File: config.mk
export PLATFORM = sky130hd
export DESIGN_NAME = rcr_top
export DESIGN_NICKNAME = d
export VERILOG_FILES = /design/src/rcr_pkg.sv /design/src/rcr_top.sv /design/src/rcr_chan.sv
export SDC_FILE = /design/constraint.sdc
export NUM_CORES = 1
export LEC_CHECK = 0
export BUFFER_PORTS_ARGS = -buffer_cell sky130_fd_sc_hd__buf_2
export CAP_MARGIN = 20
export CORE_UTILIZATION = 35
export CTS_BUF_LIST = sky130_fd_sc_hd__clkbuf_16
export DETAILED_ROUTE_END_ITERATION = 6
export SLEW_MARGIN = 20
export SYNTH_ARGS = -nofsm -noshare
export SYNTH_HDL_FRONTEND = slang
export SYNTH_SLANG_ARGS = --single-unit
File: constraint.sdc
create_clock -name CORE_CLK -period 1.6 [get_ports CORE_CLK]
set_clock_uncertainty 0.15 [all_clocks]
set_input_delay 0.16 -clock CORE_CLK [delete_from_list [all_inputs] [get_ports CORE_CLK]]
set_output_delay 0.16 -clock CORE_CLK [all_outputs]
set_load 0.01 [all_outputs]
File: src/rcr_pkg.sv
`default_nettype none
package rcr_pkg;
    localparam logic [7:0] REG_F_CTRL_ADDR = 8'h27;
    localparam logic [7:0] REG_E_CTRL_ADDR = 8'h26;
    localparam int SLEEP_MSB = 5;
    localparam int SLEEP_LSB = 4;
    localparam int RSVD_MSB = 3;
    localparam int RSVD_LSB = 2;
    localparam int MODE_BIT = 1;
    localparam int ENABLE_BIT = 0;
    localparam logic [1:0] SLEEP_OFF = 2'h0;
    localparam logic [1:0] SLEEP_ON = 2'h3;
    localparam logic [7:0] CTRL_WMASK = 8'h3F;
    localparam logic [7:0] CTRL_RESET = 8'h0D;
    localparam logic [7:0] READ_ZERO = 8'h00;
    typedef enum logic {RCR_PIN_FIRST, RCR_PIN_SECOND} rcr_pin_e;
endpackage : rcr_pkg
`default_nettype wire

File: src/rcr_top.sv
`default_nettype none
// Overview of operation
// - fifth sleep field 00 keeps normal code
// - fifth field 11 uses sleep code pin low
// - sixth field 11 sleep when pin low
// - sleep pin choice is factory fixed
// - bit 1 picks automatic or forced PWM
// - fifth bit 0 clear forces regulator off
// - sixth bit 0 clear overrides its enable pin
// - sixth register at 27h, factory reset
module rcr_top (
    input wire logic CORE_CLK,
    input wire logic RST,
    input wire logic [7:0] E_STRAP,
    input wire logic [7:0] F_STRAP,
    input wire logic E_SLEEP_PIN_SEL,
    input wire logic F_SLEEP_PIN_SEL,
    input wire logic WR_EN,
    input wire logic [7:0] ADDR,
    input wire logic [7:0] WR_DATA,
    output logic [7:0] RD_DATA,
    input wire logic FIRST_SLEEP_PIN,
    input wire logic SECOND_SLEEP_PIN,
    input wire logic [5:0] ENABLE_INPUT_PINS,
    input wire logic E_PIN_ENABLE,
    input wire logic F_PIN_ENABLE,
    output logic E_USE_SLEEP_CODE,
    output logic F_USE_SLEEP_CODE,
    output logic E_PWM_FORCE,
    output logic F_PWM_FORCE,
    output logic E_RUN,
    output logic F_RUN
);
    logic load_ff;
    logic [1:0] sleep_raw;
    logic [1:0] sl1_ff;
    logic [1:0] sl2_ff;
    logic [1:0] sl3_ff;
    logic [1:0] sleep_ff;
    logic [1:0] en_raw;
    logic [1:0] en1_ff;
    logic [1:0] en2_ff;
    logic [1:0] en3_ff;
    logic [1:0] pin_en_ff;
    logic e_hit;
    logic f_hit;
    logic e_wr;
    logic f_wr;
    logic [7:0] e_ctrl;
    logic [7:0] f_ctrl;
    logic e_soft;
    logic f_soft;
    logic e_sel;
    logic f_sel;
    logic [7:0] rd_ff;
    logic [7:0] nxt_rd;

    // one-shot strap capture after reset release; straps are static
    always_ff @(posedge CORE_CLK or posedge RST) begin
        if (RST) begin
            load_ff <= 1'b1;
        end else begin
            load_ff <= 1'b0;
        end
    end

    always_ff @(posedge CORE_CLK or posedge RST) begin
        if (RST) begin
            e_sel <= 1'b0;
            f_sel <= 1'b0;
        end else if (load_ff) begin
            e_sel <= E_SLEEP_PIN_SEL;
            f_sel <= F_SLEEP_PIN_SEL;
        end
    end

    // sleep pins are asynchronous: three stages, a change counts once two and three agree
    // reset idles them high so no sleep request is seen before real samples arrive
    assign sleep_raw = {FIRST_SLEEP_PIN, SECOND_SLEEP_PIN};
    genvar g;
    generate
        for (g = 0; g < 2; g++) begin : g_sleep_sync
            always_ff @(posedge CORE_CLK or posedge RST) begin
                if (RST) begin
                    sl1_ff[g] <= 1'b1;
                    sl2_ff[g] <= 1'b1;
                    sl3_ff[g] <= 1'b1;
                    sleep_ff[g] <= 1'b1;
                end else begin
                    sl1_ff[g] <= sleep_raw[g];
                    sl2_ff[g] <= sl1_ff[g];
                    sl3_ff[g] <= sl2_ff[g];
                    if (sl2_ff[g] == sl3_ff[g]) begin
                        sleep_ff[g] <= sl3_ff[g];
                    end
                end
            end
        end
    endgenerate

    // pin enable requests: same filter, reset low so nothing runs before the pins are seen
    assign en_raw = {F_PIN_ENABLE, E_PIN_ENABLE};
    generate
        for (g = 0; g < 2; g++) begin : g_enable_sync
            always_ff @(posedge CORE_CLK or posedge RST) begin
                if (RST) begin
                    en1_ff[g] <= 1'b0;
                    en2_ff[g] <= 1'b0;
                    en3_ff[g] <= 1'b0;
                    pin_en_ff[g] <= 1'b0;
                end else begin
                    en1_ff[g] <= en_raw[g];
                    en2_ff[g] <= en1_ff[g];
                    en3_ff[g] <= en2_ff[g];
                    if (en2_ff[g] == en3_ff[g]) begin
                        pin_en_ff[g] <= en3_ff[g];
                    end
                end
            end
        end
    endgenerate

    // decode once so the write strobes and the read mux agree on the map
    assign e_hit = (ADDR == rcr_pkg::REG_E_CTRL_ADDR);
    assign f_hit = (ADDR == rcr_pkg::REG_F_CTRL_ADDR);
    assign e_wr = WR_EN && e_hit;
    assign f_wr = WR_EN && f_hit;

    rcr_chan u_e (
        .clk(CORE_CLK),
        .rst(RST),
        .load_strap(load_ff),
        .strap_value(E_STRAP),
        .wr_en(e_wr),
        .wr_data(WR_DATA),
        .sleep_pin_sel(e_sel),
        .first_sleep_pin(sleep_ff[1]),
        .second_sleep_pin(sleep_ff[0]),
        .ctrl(e_ctrl),
        .use_sleep_code(E_USE_SLEEP_CODE),
        .pwm_force(E_PWM_FORCE),
        .soft_enable(e_soft)
    );

    rcr_chan u_f (
        .clk(CORE_CLK),
        .rst(RST),
        .load_strap(load_ff),
        .strap_value(F_STRAP),
        .wr_en(f_wr),
        .wr_data(WR_DATA),
        .sleep_pin_sel(f_sel),
        .first_sleep_pin(sleep_ff[1]),
        .second_sleep_pin(sleep_ff[0]),
        .ctrl(f_ctrl),
        .use_sleep_code(F_USE_SLEEP_CODE),
        .pwm_force(F_PWM_FORCE),
        .soft_enable(f_soft)
    );

    // the disable bit wins over any enable pin
    assign E_RUN = e_soft && pin_en_ff[0];
    assign F_RUN = f_soft && pin_en_ff[1];

    // unmapped offsets read zero so probing software never sees a stale byte
    always_comb begin
        nxt_rd = rcr_pkg::READ_ZERO;
        if (e_hit) begin
            nxt_rd = e_ctrl;
        end else if (f_hit) begin
            nxt_rd = f_ctrl;
        end
    end

    always_ff @(posedge CORE_CLK or posedge RST) begin
        if (RST) begin
            rd_ff <= rcr_pkg::READ_ZERO;
        end else begin
            rd_ff <= nxt_rd;
        end
    end

    assign RD_DATA = rd_ff;
endmodule // rcr_top
`default_nettype wire

File: src/rcr_chan.sv
`default_nettype none
// one regulator's control register and its derived controls
module rcr_chan (
    input wire logic clk,
    input wire logic rst,
    input wire logic load_strap,
    input wire logic [7:0] strap_value,
    input wire logic wr_en,
    input wire logic [7:0] wr_data,
    input wire logic sleep_pin_sel,
    input wire logic first_sleep_pin,
    input wire logic second_sleep_pin,
    output logic [7:0] ctrl,
    output logic use_sleep_code,
    output logic pwm_force,
    output logic soft_enable
);
    logic [7:0] ctrl_ff;
    logic pin_level;

    // reset takes a constant; the factory pattern lands one cycle after release
    always_ff @(posedge clk or posedge rst) begin
        if (rst) begin
            ctrl_ff <= rcr_pkg::CTRL_RESET;
        end else if (load_strap) begin
            ctrl_ff <= strap_value & rcr_pkg::CTRL_WMASK;
        end else if (wr_en) begin
            ctrl_ff <= wr_data & rcr_pkg::CTRL_WMASK;
        end
    end

    assign ctrl = ctrl_ff;
    assign pin_level = (sleep_pin_sel == rcr_pkg::RCR_PIN_SECOND) ?
        second_sleep_pin : first_sleep_pin;
    // reserved codes 01/10 fall back to the normal code
    assign use_sleep_code = (ctrl_ff[rcr_pkg::SLEEP_MSB:rcr_pkg::SLEEP_LSB]
        == rcr_pkg::SLEEP_ON) && !pin_level;
    assign pwm_force = ctrl_ff[rcr_pkg::MODE_BIT];
    assign soft_enable = ctrl_ff[rcr_pkg::ENABLE_BIT];
endmodule // rcr_chan
`default_nettype wire

==> flow_summary.json <==
{
  "dp_hpwl_mm": 2.626,
  "cts_sinks": 37,
  "setup_tns_ns": 0,
  "post-place-ws_ns": 0.07989,
  "start_util_pct": 36.67,
  "synth_seq_cells": 37,
  "seq_area_frac_synth_pct": 58.75,
  "synthCells": 129,
  "avgSynthCellArea_um2": 12.46,
  "period_minus_slack_ns": 1.518,
  "insertion_delay_ns": 0.28,
  "clkTransAtPathRegs_ns": 0.05,
  "drive_gt1_share_pct": 38.89,
  "start_kind": "flip-flop",
  "grt_pass1_vias": 1325,
  "rr_startpoint": "load_ff",
  "rows": 24,
  "cap_violations": 0,
  "die_h_um": 69.78,
  "reg2reg_slack_ns": 0.22,
  "cts_buffer_depth": 2,
  "hp-start": "F_STRAP[1]",
  "vias": 1303,
  "track_usage_pct": 16.49,
  "grt_pass1_wl_mm": 6.127,
  "drtAntennaViolNets": 0,
  "timing.final.crit_share_pct": 94.87,
  "io_buffers": 46,
  "nets": 244,
  "first_pass_iters": 4,
  "whs_path_depth": 2,
  "antenna_found_initial": 0,
  "leakage_nw": 1.014,
  "r2r_cells": 2,
  "syn2layout_area_growth_pct": 38.99,
  "path_max_fanout": 3,
  "synth_area_um2": 1608,
  "fin_util_pct": 50.97,
  "dieArea_um2": 4869,
  "post-cts-setup-buffers": 0,
  "grt-ovfl-total": 0,
  "finalSetupViolCount": 0,
  "drt-vias-per-instance": 5.212,
  "synth.area.top_cells": "dfrtp_1, dfstp_2, a41oi_1, o31ai_1, mux2i_1",
  "cts_htree_levels": 2,
  "clock.fmax_mhz": 658.8,
  "fin_cells": 250,
  "routed_wl_mm": 3.742,
  "crit_path_end_kind": "output port",
  "ctsHoldBuffers": 18,
  "diodes": 0,
  "slowest_delay_ns": 0.54,
  "crit_type": "reg -> out",
  "vdd_ir_drop_max_uv": 557.2,
  "power_mw": 2.428,
  "drt_iter0_markers": 81,
  "worstPathRequired_ns": 1.29,
  "reg2reg_to": "u_e.ctrl[5]",
  "routedWlPerCell_um": 14.97,
  "drc": 0,
  "cts-root-buf": "clkbuf_16",
  "post-synth-top-area-fraction_pct": 34.24,
  "gp_congestion": 0.7938,
  "grt_max_degree": 38,
  "core_um2": 4384,
  "synth.distinct_cells": 29,
  "cts_buffers": 5,
  "cts_resized": 0,
  "io_pins": 61,
  "dieWidth_um": 69.78,
  "synth_area_leader_cell": "dfrtp_1",
  "cts_tree": "yes",
  "hold_viol_final": 0,
  "finalMaxSlewViolations": 0,
  "critical-path-slowest-cell": "dfstp_2",
  "power_density_nw_per_um2": 1086,
  "setup_ws_ns": 0.08205,
  "cp_cell_sequence": "mux2i_1 -> and3_1 -> buf_2",
  "worst_ep_arrival_time_ns": 1.21,
  "hold_path_end": "u_f.ctrl[1]",
  "status": "completed",
  "ys.warnings.count": 0,
  "nFillCells": 401,
  "hold_class": "in -> reg",
  "rsz0062_at_grt": "false",
  "post-place-cells": 224
}
[critical path, delay by kind of cell, from the launching register on]
family | cells | cell delay (ns)
flip-flops | 1 | 0.54
multiplexers | 1 | 0.07
buffers and inverters | 1 | 0.13
AND/OR/NAND/NOR | 1 | 0.18
[cell type report]
class | instances | area, um^2 | area share, %
Multi-Input combinational cell | 83 | 609.3 | 27.27
Timing Repair Buffer | 68 | 440.4 | 19.71
Clock inverter | 3 | 42.54 | 1.904
Inverter | 2 | 7.507 | 0.3359
Tap cell | 52 | 65.06 | 2.912
Sequential cell | 37 | 944.7 | 42.27
Clock buffer | 5 | 125.1 | 5.599
[where the power goes]
| group | internal (mW) | switching, mW | leakage [nW] |
|---|---|---|---|
| Combinational | 0.146 | 0.130 | 0.504 |
| Sequential | 1.02 | 0.0416 | 0.425 |
| Clock | 0.731 | 0.360 | 0.0852 |
| Total | 1.90 | 0.532 | 1.01 |
[layout by cell type, fill, tap and decap left out, drive strengths merged]
master,instances
a21oi,9
a2bb2oi,2
a31oi,1
a41oi,10
and2,3
and3,3
and4bb,1
buf,50
bufinv,1
clkbuf,5
clkinv,1
conb,3
dfrtp,22
dfstp,15
dlygate4sd3,18
inv,3
maj3,4
mux2,2
mux2i,8
nand2,3
nand2b,1
nand4bb,1
nor2,6
nor2b,10
nor3b,1
o22a,1
o31a,1
o31ai,11
o41ai,1
or3b,1
[cell usage after synthesis]
master and instances:
a21oi_1 9, a2bb2oi_1 2, a31oi_1 1, a41oi_1 10
and2_1 3, and3_1 3, and4bb_2 1, buf_2 4
buf_4 2, buf_6 1, clkbuf_1 2, conb_1 1
dfrtp_1 22, dfstp_2 15, inv_1 2, maj3_1 4
mux2_2 2, mux2i_1 8, nand2_1 3, nand2b_1 1
nand4bb_1 1, nor2_1 6, nor2b_1 10, nor3b_1 1
o22a_1 1, o31a_1 1, o31ai_1 11, o41ai_2 1
or3b_4 1
[layer usage]
layer  part of all wire (%)  global-route usage (%)  wire length [um]
met5                      0                       0                 0
met4                    2.6                   9.111                99
met3                    5.2                   4.215               196
met2                     52                   27.35              1932
met1                     40                   19.38              1513
[registers in the layout, indices dropped and copies added, names as in the netlist]
name and cells:
u_e.ctrl 6, f_sel 1, pin_en_ff 2, e_sel 1
en2_ff 2, sl3_ff 2, RD_DATA 6, sl1_ff 2
sl2_ff 2, en1_ff 2, u_f.ctrl 6, sleep_ff 2
en3_ff 2, load_ff 1
[stage by stage]
stage          cell area (um^2)  hold WS (ns)
2_1_floorplan              1615       0.01448
3_3_place_gp               1887        0.1146
3_5_place_dp               1887        0.1164
4_1_cts                    2235      0.008065
5_1_grt                    2235      0.006960
6_report                   2235       0.01650
[worst max-delay path by stage]
stage	startpoint	to	slack, ns
final	sleep_ff[0]	F_USE_SLEEP_CODE	0.08
after global routing	sleep_ff[0]	F_USE_SLEEP_CODE	0.03
after CTS	sleep_ff[0]	F_USE_SLEEP_CODE	0.07
after detailed placement	ADDR[4]	u_e.ctrl[5]	0.08
after global placement	ADDR[4]	u_e.ctrl[5]	0.12
after floorplan	ADDR[4]	u_e.ctrl[1]	0.33
[cells by family (layout without fill, tap and decap cells)]
family	count (synthesis)	after routing	share of synthesized area (%)
flops	37	37	58.76
compound gates	36	36	16.97
simple gates	30	30	11.36
buf+inv	11	78	3.813
mux	10	10	6.381
fa+ha+maj	4	4	2.490
other cells	1	3	0.2332
Power figures use the tool's default switching activity.
